==> src/verilog/agc_pkg.sv <==
// Constants and carrier types for the record-path automatic gain control.
// Assumes one clock domain and a register port driven by the serial
// control interface decoder.
package agc_pkg;

  // Register offsets as seen on the control interface.
  localparam logic [7:0] ADDR_ENABLE_TARGET = 8'h56;
  localparam logic [7:0] ADDR_HYST_NOISE = 8'h57;
  localparam logic [7:0] ADDR_GAIN_CEILING = 8'h58;
  localparam logic [7:0] ADDR_ATTACK = 8'h59;

  // Reset values.
  localparam logic [7:0] RST_ENABLE_TARGET = 8'h00;
  localparam logic [7:0] RST_HYST_NOISE = 8'h00;
  localparam logic [7:0] RST_GAIN_CEILING = 8'h7F;
  localparam logic [7:0] RST_ATTACK = 8'h00;

  // Field positions.
  localparam int ENABLE_BIT = 7;
  localparam int TARGET_LSB = 4;
  localparam int HYST_LSB = 6;
  localparam int NOISE_LSB = 1;
  localparam int ATTACK_N_LSB = 3;
  localparam int ATTACK_M_LSB = 0;

  // Levels are attenuation below full scale in 0.5 dB steps.
  localparam logic [7:0] TARGET_HALF_DB [8] = '{
    8'h0B, 8'h10, 8'h14, 8'h18, 8'h1C, 8'h22, 8'h28, 8'h30};
  localparam logic [7:0] HYST_HALF_DB [4] = '{8'h02, 8'h04, 8'h08, 8'h00};
  // Noise threshold for code N is 56 + 4*N half-dB (-30 dB at N = 1).
  localparam logic [7:0] NOISE_BASE_HALF_DB = 8'h38;

  // Attack unit is 32 sample periods; width covers 63 * 32 * 128.
  localparam int ATTACK_UNIT_SHIFT = 5;
  localparam int ATTACK_CNT_W = 18;

  typedef struct packed {
    logic [7:0] addr;
    logic [7:0] data;
  } reg_wr_type;

  typedef enum logic [1:0] {
    ST_OFF = 2'b01,
    ST_TRACK = 2'b10
  } agc_state_type;

endpackage

==> src/verilog/attack_timer.sv <==
// Sample-period interval timer used to pace gain steps.
// Assumes tick is a one-clock pulse per ADC sample on the same clock.
`timescale 1ns/1ps
module attack_timer #(
  parameter int W = 18
) (
  // Clock and reset.
  input wire logic clock,
  input wire logic rst,
  // Control.
  input wire logic run,
  input wire logic tick,
  input wire logic [W-1:0] length,
  // Interval elapsed, one clock.
  output logic expire
);

  logic [W-1:0] count_r;
  logic [W-1:0] count_nxt;
  logic expire_r;
  wire last = (count_r + {{(W-1){1'b0}}, 1'b1}) >= length;

  assign count_nxt = !run ? '0 : !tick ? count_r : last ? '0 :
                     count_r + {{(W-1){1'b0}}, 1'b1};
  assign expire = expire_r;

  always_ff @(posedge clock) begin
    if (rst) begin
      count_r <= '0;
      expire_r <= 1'b0;
    end else begin
      count_r <= count_nxt;
      expire_r <= run && tick && last;
    end
  end

endmodule

==> src/verilog/agc_core.sv <==
// Automatic gain control for the mono record path: four control
// registers and the gain tracking loop.
// Assumes the control interface decoder, the level detector and the
// sample strobe all run on clock.
//
// What this block does
// - Top bit of first register enables gain control.
// - Three-bit code picks one of eight target levels.
// - Two-bit hysteresis: 1, 2, 4 dB or none.
// - Noise threshold code zero disables, else -30..-90dB.
// - Seven-bit ceiling caps gain, 0.5 dB steps.
// - Attack time is (2N+1) times 32 samples.
// - Attack multiplier scales time by two to code.
`timescale 1ns/1ps
module agc_core
(
  // Clock and reset.
  input wire logic clock,
  input wire logic rst,
  // Register port.
  input wire logic wr_en,
  input wire agc_pkg::reg_wr_type wr,
  input wire logic [7:0] rd_addr,
  output logic [7:0] rd_data,
  // Record path.
  input wire logic sample_tick,
  input wire logic [7:0] level,
  // Applied gain in 0.5 dB steps and status.
  output logic [6:0] gain,
  output logic noise_hold,
  output logic active
);

  import agc_pkg::*;

  ////////////////////////////////////////////////////////////////////////////
  // Registers.

  logic [7:0] enable_target_r;
  logic [7:0] hyst_noise_r;
  logic [7:0] gain_ceiling_r;
  logic [7:0] attack_r;
  logic [7:0] rd_data_r;

  wire wr_et = wr_en && wr.addr == ADDR_ENABLE_TARGET;
  wire wr_hn = wr_en && wr.addr == ADDR_HYST_NOISE;
  wire wr_gc = wr_en && wr.addr == ADDR_GAIN_CEILING;
  wire wr_at = wr_en && wr.addr == ADDR_ATTACK;

  // Reserved bits are stored and read back as written; the host keeps
  // them at zero.
  logic [7:0] rd_nxt;
  assign rd_nxt = rd_addr == ADDR_ENABLE_TARGET ? enable_target_r :
                  rd_addr == ADDR_HYST_NOISE ? hyst_noise_r :
                  rd_addr == ADDR_GAIN_CEILING ? gain_ceiling_r :
                  rd_addr == ADDR_ATTACK ? attack_r : 8'h00;

  // One process per register keeps the write decode of each offset apart.
  always_ff @(posedge clock) begin
    if (rst) begin
      enable_target_r <= RST_ENABLE_TARGET;
    end else if (wr_et) begin
      enable_target_r <= wr.data;
    end
  end

  always_ff @(posedge clock) begin
    if (rst) begin
      hyst_noise_r <= RST_HYST_NOISE;
    end else if (wr_hn) begin
      hyst_noise_r <= wr.data;
    end
  end

  always_ff @(posedge clock) begin
    if (rst) begin
      gain_ceiling_r <= RST_GAIN_CEILING;
    end else if (wr_gc) begin
      gain_ceiling_r <= wr.data;
    end
  end

  always_ff @(posedge clock) begin
    if (rst) begin
      attack_r <= RST_ATTACK;
    end else if (wr_at) begin
      attack_r <= wr.data;
    end
  end

  // Read data is registered, so it answers the address of the last clock.
  always_ff @(posedge clock) begin
    if (rst) begin
      rd_data_r <= 8'h00;
    end else begin
      rd_data_r <= rd_nxt;
    end
  end

  ////////////////////////////////////////////////////////////////////////////
  // Field decode into half-dB quantities.

  wire enable = enable_target_r[ENABLE_BIT];
  wire [2:0] target_code = enable_target_r[TARGET_LSB +: 3];
  wire [1:0] hyst_code = hyst_noise_r[HYST_LSB +: 2];
  wire [4:0] noise_code = hyst_noise_r[NOISE_LSB +: 5];
  wire [6:0] ceiling = gain_ceiling_r[6:0];
  wire [4:0] attack_n = attack_r[ATTACK_N_LSB +: 5];
  wire [2:0] attack_m = attack_r[ATTACK_M_LSB +: 3];

  wire [7:0] target = TARGET_HALF_DB[target_code];
  wire [7:0] hyst = HYST_HALF_DB[hyst_code];
  wire [8:0] loud_limit = {1'b0, target} - {1'b0, hyst};
  wire [8:0] quiet_limit = {1'b0, target} + {1'b0, hyst};
  wire [9:0] noise_thr = {2'b00, NOISE_BASE_HALF_DB} +
                         {3'b000, noise_code, 2'b00};
  wire noise_on = noise_code != 5'h00;

  // Base units (2N+1) scaled by 32 samples, then by the multiplier.
  wire [ATTACK_CNT_W-1:0] attack_units =
    {{(ATTACK_CNT_W-6){1'b0}}, attack_n, 1'b1};
  wire [ATTACK_CNT_W-1:0] attack_len =
    (attack_units << ATTACK_UNIT_SHIFT) << attack_m;

  ////////////////////////////////////////////////////////////////////////////
  // Gain tracking loop.

  agc_state_type state_r;
  agc_state_type state_nxt;
  logic [6:0] gain_r;
  logic [6:0] gain_nxt;
  logic noise_hold_r;
  logic step;
  logic active_r;

  // The interval count restarts from zero whenever tracking starts.
  wire timer_run = state_r == ST_TRACK;

  attack_timer #(
    .W(ATTACK_CNT_W)
  ) u_timer (
    .clock(clock),
    .rst(rst),
    .run(timer_run),
    .tick(sample_tick),
    .length(attack_len),
    .expire(step)
  );

  // A larger level value is a quieter signal.
  wire too_loud = loud_limit[8] ? 1'b0 : {1'b0, level} < loud_limit;
  wire too_quiet = {1'b0, level} > quiet_limit;
  wire in_noise = noise_on && {2'b00, level} > noise_thr;
  wire over_cap = gain_r > ceiling;
  wire [6:0] gain_down = gain_r - 7'h01;
  wire [6:0] gain_up = gain_r + 7'h01;
  wire lower = step && too_loud && gain_r != 7'h00;
  wire raise = step && too_quiet && !in_noise && gain_r < ceiling;

  always_comb begin
    state_nxt = state_r;
    gain_nxt = gain_r;
    case (state_r)
      ST_OFF: begin
        gain_nxt = 7'h00;
        if (enable) begin
          state_nxt = ST_TRACK;
        end
      end
      ST_TRACK: begin
        if (!enable) begin
          state_nxt = ST_OFF;
          gain_nxt = 7'h00;
        end else if (over_cap) begin
          // A ceiling written below the present gain pulls the gain down
          // at once, without waiting for an attack interval.
          gain_nxt = ceiling;
        end else if (lower) begin
          gain_nxt = gain_down;
        end else if (raise) begin
          gain_nxt = gain_up;
        end
      end
      default: begin
        state_nxt = ST_OFF;
        gain_nxt = 7'h00;
      end
    endcase
  end

  always_ff @(posedge clock) begin
    if (rst) begin
      state_r <= ST_OFF;
      gain_r <= 7'h00;
      active_r <= 1'b0;
    end else begin
      state_r <= state_nxt;
      gain_r <= gain_nxt;
      active_r <= state_nxt == ST_TRACK;
    end
  end

  // The flag lags the level by one clock, like every other output.
  always_ff @(posedge clock) begin
    if (rst) begin
      noise_hold_r <= 1'b0;
    end else begin
      noise_hold_r <= enable && in_noise;
    end
  end

  ////////////////////////////////////////////////////////////////////////////
  // Outputs.

  assign rd_data = rd_data_r;
  assign gain = gain_r;
  assign noise_hold = noise_hold_r;
  assign active = active_r;

endmodule

==> config.mk <==
export PLATFORM = sky130hd
export DESIGN_NAME = agc_core
export DESIGN_NICKNAME = d
export VERILOG_FILES = /design/src/verilog/agc_pkg.sv /design/src/verilog/attack_timer.sv /design/src/verilog/agc_core.sv
export SDC_FILE = /design/constraint.sdc
export NUM_CORES = 1
export LEC_CHECK = 0
export BUFFER_PORTS_ARGS = -buffer_cell sky130_fd_sc_hd__clkbuf_2
export CORE_AREA = 2 2 99 101
export CTS_CLUSTER_DIAMETER = 200
export DETAILED_ROUTE_END_ITERATION = 8
export DIE_AREA = 0 0 101 103
export GPL_TIMING_DRIVEN = 0
export PLACE_DENSITY = 0.71
export SETUP_SLACK_MARGIN = 0.1
export SYNTH_ARGS = -nofsm -noshare
export SYNTH_HDL_FRONTEND = slang
export SYNTH_SLANG_ARGS = --single-unit
==> constraint.sdc <==
create_clock -name clock -period 11.5 [get_ports clock]
set_input_delay 1.725 -clock clock [delete_from_list [all_inputs] [get_ports clock]]
set_output_delay 1.725 -clock clock [all_outputs]
set_load 0.01 [all_outputs]
# Word-level counts from Yosys, hierarchy flattened
# Memory sizes are Yosys's and may differ from the RTL's.
# Index checks and enable logic that the tools add are counted.
dict set report word_totals {
  reg_bits 70
  mem_bits_ro 64
  inputBits 36
  out_inout_bits 17
  n_memories 1
  wordCells 78
}
# memory words word_bits rd rd_clocked_by_memory_dff write_ports line_no
set memory_table {}
lappend memory_table {{(no name shown)} 8 8 1 0 0 agc_core.sv:111} ;# wire [7:0] target = TARGET_HALF_DB[target_code];
dict set report op_classes {
  bitwise_logic 4
  n_lt_le_gt_ge 8
  n_shift 1
  reduce_logical 19
  addsub 6
  muxes 17
  eq_ne 11
}
# operator count
set ops {}
lappend ops {{$eq A8 B7 Y1 const B} 8}
lappend ops {{$mux W8} 8}
lappend ops {{$mux W7} 3}
lappend ops {{$add A18 B1 Y18 const B} 1}
lappend ops {{$ge A18 B18 Y1} 1}
lappend ops {{$mux W18} 1}
lappend ops {{$shl A11 B3 Y18} 1}
lappend ops {{$bmux W8 S2} 1}
lappend ops {{$logic_and A1 B1 Y1} 13}
lappend ops {{$add A8 B8 Y9} 1}
lappend ops {{$gt A8 B9 Y1} 1}
lappend ops {{$lt A8 B9 Y1} 1}
lappend ops {{$sub A8 B8 Y9} 1}
lappend ops {{$add A6 B7 Y8 const A} 1}
lappend ops {{$gt A8 B8 Y1} 1}
lappend ops {{$add A7 B1 Y7 const B} 1}
lappend ops {{$gt A7 B7 Y1} 1}
lappend ops {{$lt A7 B7 Y1} 1}
lappend ops {{$reduce_bool A7 Y1} 1}
lappend ops {{$sub A7 B1 Y7 const B} 1}
lappend ops {{$reduce_bool A5 Y1} 1}
lappend ops {{$eq A2 B2 Y1 const B} 2}
lappend ops {{$ge A4 B4 Y1 const B} 1}
lappend ops {{$mux W2} 2}
lappend ops {{other kinds (11)} 12}

# Longest topological paths before layout
# Gate-level depths: netlist of the first run.
dict set report logic_depth {
  depth_word 12
  mapped_depth 26
  ltp_nobuf 25
}

# Modules after synthesis
# A second synthesis of the first run with hierarchy kept.
dict set report unflattened {
  cells_unflattened 633
  area_unflattened_um2 5392.7
}
# module n_inst cells_per_inst area_per_inst_um2 seq_area_each_um2
set by_module_without_submodules {}
lappend by_module_without_submodules {agc_core 1 449 3826.2 1021.0}
lappend by_module_without_submodules {attack_timer 1 184 1566.5 380.4}

# Least setup slack after synthesis of the first run
# Ideal clock, no wire load.
dict set report synth_path {
  path_kind {reg2reg}
  startpoint {reg enable_target_r[4]}
  endpoint {reg gain_r[6] (netlist: gain[6])}
  period_less_slack_ps 4433
  slack_ps 7067
  stages_incl_launch_ff 27
  arrival_ps 4311
  t_required_ps 11378
  n_path_buf 1
  setup_time_ps 122
  cell_sequence {dfxtp_1 -> inv_1 -> ha_1 -> nor2b_1 -> a21o_1 -> inv_1 -> ha_1 -> fa_1 -> inv_1 -> a21oi_1 -> nand3_1 -> a21boi_0 -> ha_1 -> o21a_1 -> o21ai_1 -> a31oi_1 -> or2_2 -> buf_2 -> inv_1 -> ha_1 -> nor2b_1 -> o31a_1 -> o21a_1 -> nor4_1 -> o21bai_2 -> xnor2_1 -> o21ai_1}
}
dict set report synth_between {
  elab_chain_cells 11
  word_cells_on_any_way 17
  cone_classes {add/sub (2); order compare (2); mux (5); bitwise (1); reduce/logical (6); memory (1)}
}
# element line_no
set synth_rtl {}
lappend synth_rtl {{start, declared} agc_core.sv:39} ;# logic [7:0] enable_target_r;
lappend synth_rtl {{start signal, assigned} agc_core.sv:63} ;# enable_target_r <= wr.data;
lappend synth_rtl {{$not A3 Y4 (not written as such) (*)} agc_core.sv:111}
lappend synth_rtl {{$mem_v2 Z8 W8 (*)} n/a}
lappend synth_rtl {{$mux W8 (not written as such) (*) (2 in series)} agc_core.sv:111}
lappend synth_rtl {{$sub A8 B8 Y9} agc_core.sv:113} ;# wire [8:0] loud_limit = {1'b0, target} - {1'b0, hyst};
lappend synth_rtl {{$lt A8 B9 Y1} agc_core.sv:151} ;# wire too_loud = loud_limit[8] ? 1'b0 : {1'b0, level} < loud_limit;
lappend synth_rtl {{$mux W1} agc_core.sv:151}
lappend synth_rtl {{$logic_and A1 B1 Y1 (2 in series)} agc_core.sv:157} ;# wire lower = step && too_loud && gain_r != 7'h00;
lappend synth_rtl {{$mux W7} agc_core.sv:178} ;# end else if (lower) begin
lappend synth_rtl {{$mux W7} agc_core.sv:174} ;# end else if (over_cap) begin
lappend synth_rtl {{end signal, assigned} agc_core.sv:198} ;# gain_r <= gain_nxt;
lappend synth_rtl {{end, declared} agc_core.sv:130} ;# logic [6:0] gain_r;
# Mark *: on every way between the ends. The rest lies on a longest branch, timed or not. The select of a mux whose other input is x is not followed.
# A chain may end at the register's enable or synchronous reset.

# Worst setup path in the final report of the first run
# Same ends and word-level chain as after synthesis.

==> results of run 1 <==
==> per-stage QoR <==
step | worst slack, ns | hold slack [ns] | instance area [µm²]
after global placement | 6.63 | 0.457 | 5350
after floorplan | 7.07 | 0.439 | 4950
after detailed placement | 6.51 | 0.468 | 5350
after CTS | 6.49 | 0.488 | 5530
after global routing | 6.16 | 0.498 | 5530
final | 6.45 | 0.482 | 5530
==> layer usage <==
metal | GRT usage, % | share of wire (%) | vias to the layer above
met2 | 45.2 | 52 | 89
li1 | - | - | 2136
met1 | 26.8 | 42 | 1986
met5 | 0 | 0 | -
met3 | 5.36 | 3.9 | 20
met4 | 7.59 | 2.2 | 0
==> flip-flops by register name (all words and copies together) (netlist names) <==
signal,flops
gain,7
enable_target_r,8
attack_r,8
rd_data,8
noise_hold,1
gain_ceiling_r,8
active,1
u_timer.count_r,18
u_timer.expire,1
state_r,2
hyst_noise_r,8
==> worst min path at each step <==
stage,depth (start not counted),start,endpoint,slack (ns)
2_1_floorplan,2,gain_ceiling_r[1],gain[1],0.44
3_3_place_gp,1,u_timer.count_r[11],u_timer.count_r[11],0.46
3_5_place_dp,1,u_timer.count_r[11],u_timer.count_r[11],0.47
4_1_cts,1,u_timer.count_r[11],u_timer.count_r[11],0.49
5_1_grt,2,gain_ceiling_r[1],gain[1],0.50
6_report,1,u_timer.count_r[11],u_timer.count_r[11],0.48
==> cells in the mapped netlist (3+ instances only) <==
cell type / instances / area, µm²
mux2i_1: 37 / 370
xor2_1: 11 / 96.3
clkbuf_1: 12 / 45.0
o21ai_1: 12 / 60.1
nand2_1: 31 / 116
a211oi_1: 6 / 45.0
o21ai_0: 12 / 60.1
xnor2_1: 14 / 123
nor3_1: 5 / 25.0
nor2_1: 60 / 225
dfxtp_1: 70 / 1400
nand4_1: 6 / 37.5
ha_1: 61 / 763
inv_1: 33 / 124
mux2_2: 3 / 33.8
a21o_1: 7 / 52.6
nand4b_1: 3 / 26.3
a22oi_1: 19 / 143
o21a_1: 5 / 37.5
fa_1: 3 / 60.1
a22o_1: 7 / 61.3
o21ai_2: 3 / 26.3
a211o_1: 8 / 70.1
nand3b_1: 7 / 52.6
nor2b_1: 8 / 50.1
nor2_2: 3 / 18.8
a21oi_1: 26 / 130
nand3_1: 10 / 50.1
a31oi_1: 3 / 18.8
or3_1: 7 / 43.8
buf_2: 3 / 15.0
and3_1: 7 / 43.8
nand2b_1: 13 / 81.3
==> cell type report <==
type | count | area, µm² | share of cell area, %
Tap cell | 114 | 143 | 2.58
Buffer | 17 | 91.3 | 1.65
Multi-Input combinational cell | 438 | 3330 | 60.2
Clock inverter | 3 | 17.5 | 0.317
Clock buffer | 13 | 169 | 3.05
Sequential cell | 70 | 1400 | 25.3
Timing Repair Buffer | 51 | 255 | 4.61
Inverter | 33 | 124 | 2.24
==> cells in the final DEF, fill, tap and decap left out, drive strengths merged, types with 4 or more instances in the layout <==
master,instances
buf,5
a21o,7
xnor2,14
a22oi,19
clkbuf,76
nor2b,8
nor2,64
and3,8
nor4,4
a211o,8
a21oi,26
ha,61
nand3b,7
nand2b,13
dfxtp,70
xor2,11
or3,7
mux2,4
nand2,35
nor3,5
o21a,5
nand4,6
nand3,12
mux2i,37
inv,33
o21ai,27
a22o,7
a211oi,6
==> power breakdown <==
group / switching (mW) / internal (mW) / leakage (nW)
combinational: 0.0151 / 0.0113 / 1.65
clock: 0.0894 / 0.0953 / 0.0954
sequential: 0.000571 / 0.243 / 0.564
total: 0.105 / 0.349 / 2.31
==> cell families after synthesis <==
family / Yosys count / synth area share (%)
buf+inv: 50 / 4.35
xor+xnor: 25 / 4.42
compound gates: 128 / 18.4
simple gates: 180 / 19.5
flops: 70 / 28.3
mux: 41 / 8.39
fa+ha+maj: 64 / 16.6
==> flow_summary.json, run 1 <==
{
  "clock.fmax_ghz": 0.198,
  "p_total_uw": 455,
  "drt-initial-drc-count": 177,
  "r2r_setup_slack_ns": 6.45,
  "num_vias": 4231,
  "stdcell_count": 739,
  "synth_cell_type_count": 69,
  "root_buffer": "clkbuf_8",
  "setup_tns_ns": 0,
  "path_class": "reg -> reg",
  "avgViaCountPerCell": 5.73,
  "fin_util_pct": 58.5,
  "start_kind": "flip-flop",
  "critPathMaxFanout": 5,
  "die_h_um": 103,
  "gp_congestion": 0.842,
  "worstReg2RegStart": "enable_target_r[4]",
  "grt_remaining_overflow": 0,
  "startpoint": "enable_target_r[4]",
  "post_cts_buffers": 0,
  "yosysSeqAreaShare_pct": 28.3,
  "tightestPinTransition_ns": 0.718,
  "fin_skew_ns": 0.0115,
  "critPathTopFamily": "compound AO/OA/AOI/OAI gates",
  "cts_buffer_depth": 2,
  "synth_fp_nets": 658,
  "finalSetupViolations": 0,
  "nFillCells": 881,
  "cts_buffers": 9,
  "antenna_left": 0,
  "dp_hpwl_mm": 9.49,
  "clkLatencyLatePin_ns": 0.35,
  "clock_sinks": 70,
  "initial_utilization_pct": 52.3,
  "synth-edff-count": 0,
  "final-max-slew-violation-count": 0,
  "cp-end-kind": "flip-flop",
  "cts_resized": 0,
  "finalHoldViolCount": 0,
  "p_leak_nw": 2.31,
  "coreArea_um2": 9460,
  "n_antenna_cell": 0,
  "io_buffer_count": 51,
  "grt_pass1_vias": 4184,
  "netlist_area_um2": 4950,
  "syn_avg_cell_area_um2": 8.87,
  "dr.pass1.iters": 4,
  "relSlewSlack_pct": 51.8,
  "gr-usage-all-layers_pct": 24.0,
  "path_clk_slew_ns": 0.08,
  "powerDensity_nw_per_um2": 82.1,
  "htreeDepth": 3,
  "min_path_type": "reg -> reg",
  "wl_per_cell_um": 16.0,
  "timing.final.crit_share_pct": 43.9,
  "drt_wl_total_mm": 11.8,
  "reg2reg_to": "gain[6]",
  "antenna_found_initial": 0,
  "timing.critical_path.to": "gain[6]",
  "areaGrowthSynthToFinish_pct": 11.8,
  "fp.dieW_um": 101,
  "crit_buf_inv": 5,
  "cp.depth": 26,
  "grt_max_degree": 12,
  "row_count": 36,
  "layout-drive-gt1-share_pct": 15.4,
  "synth_seq_cells": 70,
  "async_reset_ff_share_pct": 0,
  "fin_crit_ns": 5.05,
  "rsz0062_at_grt": "no",
  "cp.required_ns": 11.73,
  "syn_inst": 558,
  "max_stage_delay_ns": 0.40,
  "drv_cap": 0,
  "crit_arrival_ns": 5.28,
  "slowest_stage": "fa_1",
  "drc": 0,
  "dp.cells": 723,
  "ys.flop_type": "dfxtp_1",
  "r2r_cells": 26,
  "cts_tree": "built",
  "postCtsHoldBufs": 0,
  "ir_drop_uv": 64.0,
  "pin_count": 53,
  "ys.warnings.count": 0,
  "grt_pass1_wl_mm": 19.8,
  "status": "completed",
  "dieArea_um2": 10400,
  "finalNetCount": 720
}
Power figures use the tool's default switching activity.
==> run 2, diff against run 1 <==
clock period = 5.15 ns   (was 11.5 ns; I/O delays follow)
==> run 2 against run 1 <==
  * Critical path depth did not move
  * Cell count did not move
  * Sequential power rose by 120%
  * Critical path type unchanged
  * Clock-buffer cell count did not move
  * Die area did not move
  * Sequential share of layout area barely moved
  * Global-route usage did not move
  * Largest power group unchanged
  * Setup slack got worse by 6.1 ns
  * Register-to-register slack got worse by 6.1 ns
  * Clock skew fell by 0.00080 ns
  * First-iteration DRC count fell by 21%
  * Critical endpoint unchanged
==> flow_summary.json, run 2 (synthesized netlist as in run 1, its figures left out) <==
{
  "path_clk_slew_ns": 0.07,
  "cts_resized": 0,
  "startpoint": "enable_target_r[4]",
  "worstHoldStart": "u_timer.count_r[11]",
  "slowest_stage": "dfxtp_2",
  "powerDensity_nw_per_um2": 183,
  "pin_count": 53,
  "mostFrequentLayoutCells": "dfxtp_1 (68), nor2_1 (60), ha_1 (60), clkbuf_2 (52), mux2i_1 (37)",
  "r2r_cells": 26,
  "dieArea_um2": 10400,
  "cp-end-kind": "flip-flop",
  "drc": 0,
  "stdcell_count": 739,
  "drt_wl_total_mm": 11.8,
  "worstHoldPathCells": 1,
  "critPathTopFamily": "compound AO/OA/AOI/OAI gates",
  "avgViaCountPerCell": 5.71,
  "largest_reg_flops": 18,
  "final-max-slew-violation-count": 0,
  "clkLatencyLatePin_ns": 0.34,
  "whs_ns": 0.482,
  "fin_crit_ns": 4.75,
  "dp_hpwl_mm": 9.49,
  "die_h_um": 103,
  "critPathMaxFanout": 5,
  "drt-initial-drc-count": 139,
  "wl_per_cell_um": 16.0,
  "regMostFlops": "u_timer.count_r",
  "fp.dieW_um": 101,
  "areaGrowthSynthToFinish_pct": 12.1,
  "grt_pass1_wl_mm": 19.8,
  "initial_utilization_pct": 52.3,
  "clock.fmax_ghz": 0.210,
  "n_antenna_cell": 0,
  "timing.final.crit_share_pct": 92.3,
  "cp.required_ns": 5.38,
  "grt_remaining_overflow": 0,
  "coreArea_um2": 9460,
  "gr-usage-all-layers_pct": 24.0,
  "min_to": "u_timer.count_r[11]",
  "reg2reg_to": "gain[6]",
  "crit_buf_inv": 5,
  "ir_drop_uv": 142,
  "relSlewSlack_pct": 51.5,
  "row_count": 36,
  "crit_arrival_ns": 4.98,
  "cts_tree": "built",
  "finalHoldViolCount": 0,
  "dp.cells": 723,
  "cpMostUsedCell": "ha_1",
  "p_leak_nw": 2.31,
  "io_buffer_count": 51,
  "final_area_um2": 5550,
  "fin_util_pct": 58.7,
  "antenna_found_initial": 0,
  "path_class": "reg -> reg",
  "htreeDepth": 3,
  "layout-drive-gt1-share_pct": 17.0,
  "rsz0062_at_grt": "no",
  "post_cts_buffers": 0,
  "finalSetupViolations": 0,
  "worstReg2RegStart": "enable_target_r[4]",
  "status": "completed",
  "gp_congestion": 0.842,
  "max_stage_delay_ns": 0.35,
  "fin_skew_ns": 0.0107,
  "r2r_setup_slack_ns": 0.40,
  "drv_cap": 0,
  "postCtsHoldBufs": 0,
  "finalNetCount": 720,
  "antenna_left": 0,
  "clock_sinks": 70,
  "root_buffer": "clkbuf_8",
  "dpl_cell_area_um2": 5350,
  "num_vias": 4223,
  "grt_max_degree": 12,
  "start_kind": "flip-flop",
  "tightestPinTransition_ns": 0.722,
  "cts_buffer_depth": 2,
  "min_path_type": "reg -> reg",
  "cts_buffers": 9,
  "dr.pass1.iters": 5,
  "final_common_cell": "dfxtp_1",
  "grt_pass1_vias": 4184,
  "setup_tns_ns": 0
}
## run 2: final cells by class
| type | count | area, µm² |
|---|---|---|
| buffer | 17 | 92.6 |
| timing repair buffer | 51 | 255 |
| tap | 114 | 143 |
| inverter | 33 | 124 |
| clock inverter | 3 | 17.5 |
| sequential | 70 | 1400 |
| multi-input combinational | 438 | 3340 |
| clock buffer | 13 | 169 |
| fill | 878 | 3910 |
## run 2: worst max path at each step
stage                     endpoint  slack [ns]  depth (start not counted)
after global placement     gain[6]        0.28                         26
after CTS                  gain[6]        0.14                         26
after floorplan            gain[6]        0.72                         26
final                      gain[6]        0.40                         26
after detailed placement   gain[6]        0.16                         26
after global routing       gain[6]        0.14                         26
## run 2: report_power, final
group | leakage [nW] | total (mW) | internal, mW | switching, mW
Sequential | 0.565 | 0.543 | 0.542 | 0.00128
Combinational | 1.65 | 0.0591 | 0.0254 | 0.0338
Clock | 0.0954 | 0.412 | 0.213 | 0.199
## run 2: stage by stage
step	setup WS (ns)	power, mW
2_1_floorplan	0.717	0.585
3_3_place_gp	0.280	0.612
3_5_place_dp	0.161	0.615
4_1_cts	0.135	1.03
5_1_grt	0.140	1.06
6_report	0.397	1.01
## run 2: worst register-to-register path: stages (launching register included)
cell and delay, ns:
dfxtp_2 0.35, inv_2 0.09, ha_2 0.19, nor2b_2 0.18, a21o_1 0.14, inv_1 0.05, ha_1 0.22, fa_2 0.35
inv_1 0.08, a21oi_1 0.08, nand3_1 0.12, a21boi_1 0.17, ha_1 0.24, o21a_1 0.17, o21ai_1 0.11, a31oi_1 0.09
or2_2 0.33, buf_2 0.16, inv_2 0.11, ha_1 0.28, nor2b_1 0.16, o31a_1 0.26, o21a_1 0.20, nor4_1 0.14
o21bai_2 0.16, xnor2_1 0.14, o21ai_1 0.07
## run 2: per-layer routing
layer	wire, µm	global-route usage (%)
met1	5030	26.8
met2	6080	45.2
met3	457	5.36
met4	247	7.59
met5	0	0
==> run 3, diff against run 2 <==
clock period = 5.2 ns   (was 5.15 ns; I/O delays follow)
==> run 3 against run 2 <==
  * Flip-flop and latch count did not move
  * Cell count did not move
  * Design area barely moved
  * Fmax fell by 0.86%
  * Register-to-register slack barely moved
  * First-iteration DRC count rose by 2.2%
  * Clock-buffer cell count did not move
  * Setup slack improved by 0.0086 ns
  * Wire length rose by 0.36%
  * Non-clock buffer count did not move
  * Critical endpoint unchanged
  * Largest cell class unchanged
==> flow_summary.json, run 3 (synthesized netlist as in run 1, its figures left out) <==
{
  "status": "completed",
  "initial_utilization_pct": 52.3,
  "setup_tns_ns": 0,
  "crit_arrival_ns": 5.02,
  "avgViaCountPerCell": 5.69,
  "place_ws_ns": 0.211,
  "cts_buffers": 9,
  "num_vias": 4208,
  "critPathMaxFanout": 5,
  "clock_sinks": 70,
  "switching_share_pct": 23.1,
  "gr-usage-all-layers_pct": 24.0,
  "coreArea_um2": 9460,
  "fin_skew_ns": 0.0107,
  "regMostFlops": "u_timer.count_r",
  "final-max-slew-violation-count": 0,
  "cts_resized": 0,
  "grt_max_degree": 12,
  "clock.fmax_ghz": 0.209,
  "gp_congestion": 0.842,
  "r2r_cells": 26,
  "tightestPinTransition_ns": 0.721,
  "nFillCells": 879,
  "cts_tree": "built",
  "ir_drop_uv": 141,
  "p_leak_nw": 2.31,
  "post_cts_buffers": 0,
  "clkLatencyLatePin_ns": 0.34,
  "pwr-share-clk_pct": 40.6,
  "antenna_left": 0,
  "finalNetCount": 720,
  "timing.final.crit_share_pct": 92.2,
  "p_total_mw": 1.00,
  "n_antenna_cell": 0,
  "min_path_type": "reg -> reg",
  "intPower_uw": 773,
  "worstHoldPathCells": 1,
  "path_clk_slew_ns": 0.07,
  "fin_ws_ns": 0.405,
  "die_h_um": 103,
  "areaGrowthSynthToFinish_pct": 12.1,
  "pwr-share-seq_pct": 53.6,
  "reg2reg_to": "gain[6]",
  "mostFrequentLayoutCells": "dfxtp_1 (68), nor2_1 (60), ha_1 (60), clkbuf_2 (51), mux2i_1 (37)",
  "io_buffer_count": 51,
  "drc": 0,
  "wl_per_cell_um": 16.0,
  "drt_wl_total_mm": 11.9,
  "comb_power_share_pct": 5.8,
  "r2r_setup_slack_ns": 0.41,
  "cp-end-kind": "flip-flop",
  "drv_cap": 0,
  "powerDensity_nw_per_um2": 181,
  "dieArea_um2": 10400,
  "root_buffer": "clkbuf_8",
  "min_to": "u_timer.count_r[11]",
  "largest_reg_flops": 18,
  "dpl_cell_area_um2": 5350,
  "path_class": "reg -> reg",
  "final_area_um2": 5550,
  "row_count": 36,
  "dr.pass1.iters": 4,
  "drt-initial-drc-count": 142,
  "fin_crit_ns": 4.79,
  "relSlewSlack_pct": 51.6,
  "p_switching_uw": 232,
  "fp.dieW_um": 101,
  "rsz0062_at_grt": "no",
  "pin_count": 53,
  "htreeDepth": 3,
  "grt_pass1_vias": 4184,
  "worstReg2RegStart": "enable_target_r[4]",
  "layout-drive-gt1-share_pct": 16.8,
  "start_kind": "flip-flop",
  "cp.required_ns": 5.43,
  "dp_hpwl_mm": 9.49,
  "postCtsHoldBufs": 0,
  "finalHoldViolCount": 0,
  "grt_remaining_overflow": 0,
  "antenna_found_initial": 0,
  "final_common_cell": "dfxtp_1",
  "finalSetupViolations": 0,
  "cts_buffer_depth": 2,
  "grt_pass1_wl_mm": 19.8,
  "worstHoldStart": "u_timer.count_r[11]"
}
==> run 3: final cells by class <==
class / count / area (µm²) / area share [%]
Buffer: 17 / 91.3 / 1.65
Clock buffer: 13 / 169 / 3.04
Clock inverter: 3 / 17.5 / 0.316
Inverter: 33 / 124 / 2.23
Multi-Input combinational cell: 438 / 3340 / 60.3
Sequential cell: 70 / 1400 / 25.3
Tap cell: 114 / 143 / 2.57
Timing Repair Buffer: 51 / 255 / 4.60
==> run 3: per-stage QoR <==
stage | hold WS (ns) | instances | utilization (%)
after floorplan | 0.439 | 558 | -
after global placement | 0.457 | 723 | 56.5
after detailed placement | 0.468 | 723 | 56.5
after CTS | 0.488 | 739 | 58.5
after global routing | 0.498 | 739 | 58.7
final | 0.482 | 739 | 58.7
==> run 3: how the worst max path moves through the flow <==
stage | startpoint | endpoint | cells after the start
3_5_place_dp | enable_target_r[4] | gain[6] | 26
3_3_place_gp | enable_target_r[4] | gain[6] | 26
4_1_cts | enable_target_r[4] | gain[6] | 26
5_1_grt | enable_target_r[6] | gain[6] | 23
6_report | enable_target_r[4] | gain[6] | 26
2_1_floorplan | enable_target_r[4] | gain[6] | 26
==> run 3: metal layers <==
metal	GRT usage, %	routed length (µm)	vias up
met2	45.2	6160	76
li1	-	-	2137
met3	5.36	416	14
met5	0	0	-
met4	7.59	202	0
met1	26.8	5070	1981
==> run 3: power groups by stage <==
stage | Combinational, mW | Clock [mW] | Sequential, mW
4_1_cts | 0.0587 | 0.420 | 0.538
5_1_grt | 0.0665 | 0.445 | 0.538
3_3_place_gp | 0.0560 | 0 | 0.550
6_report | 0.0585 | 0.408 | 0.538
3_5_place_dp | 0.0584 | 0 | 0.551
2_1_floorplan | 0.0296 | 0 | 0.550
==> run 3: worst max-delay path, stage by stage, from the launching register on <==
cell	delay [ns]
dfxtp_2	0.35
inv_2	0.09
ha_2	0.19
nor2b_2	0.18
a21o_1	0.14
inv_1	0.05
ha_1	0.22
fa_2	0.35
inv_1	0.08
a21oi_1	0.08
nand3_1	0.12
a21boi_0	0.20
ha_1	0.26
o21a_1	0.17
o21ai_1	0.11
a31oi_1	0.09
or2_2	0.33
buf_2	0.16
inv_2	0.10
ha_1	0.28
nor2b_1	0.16
o31a_1	0.26
o21a_1	0.20
nor4_1	0.14
o21bai_2	0.16
xnor2_1	0.14
o21ai_1	0.07
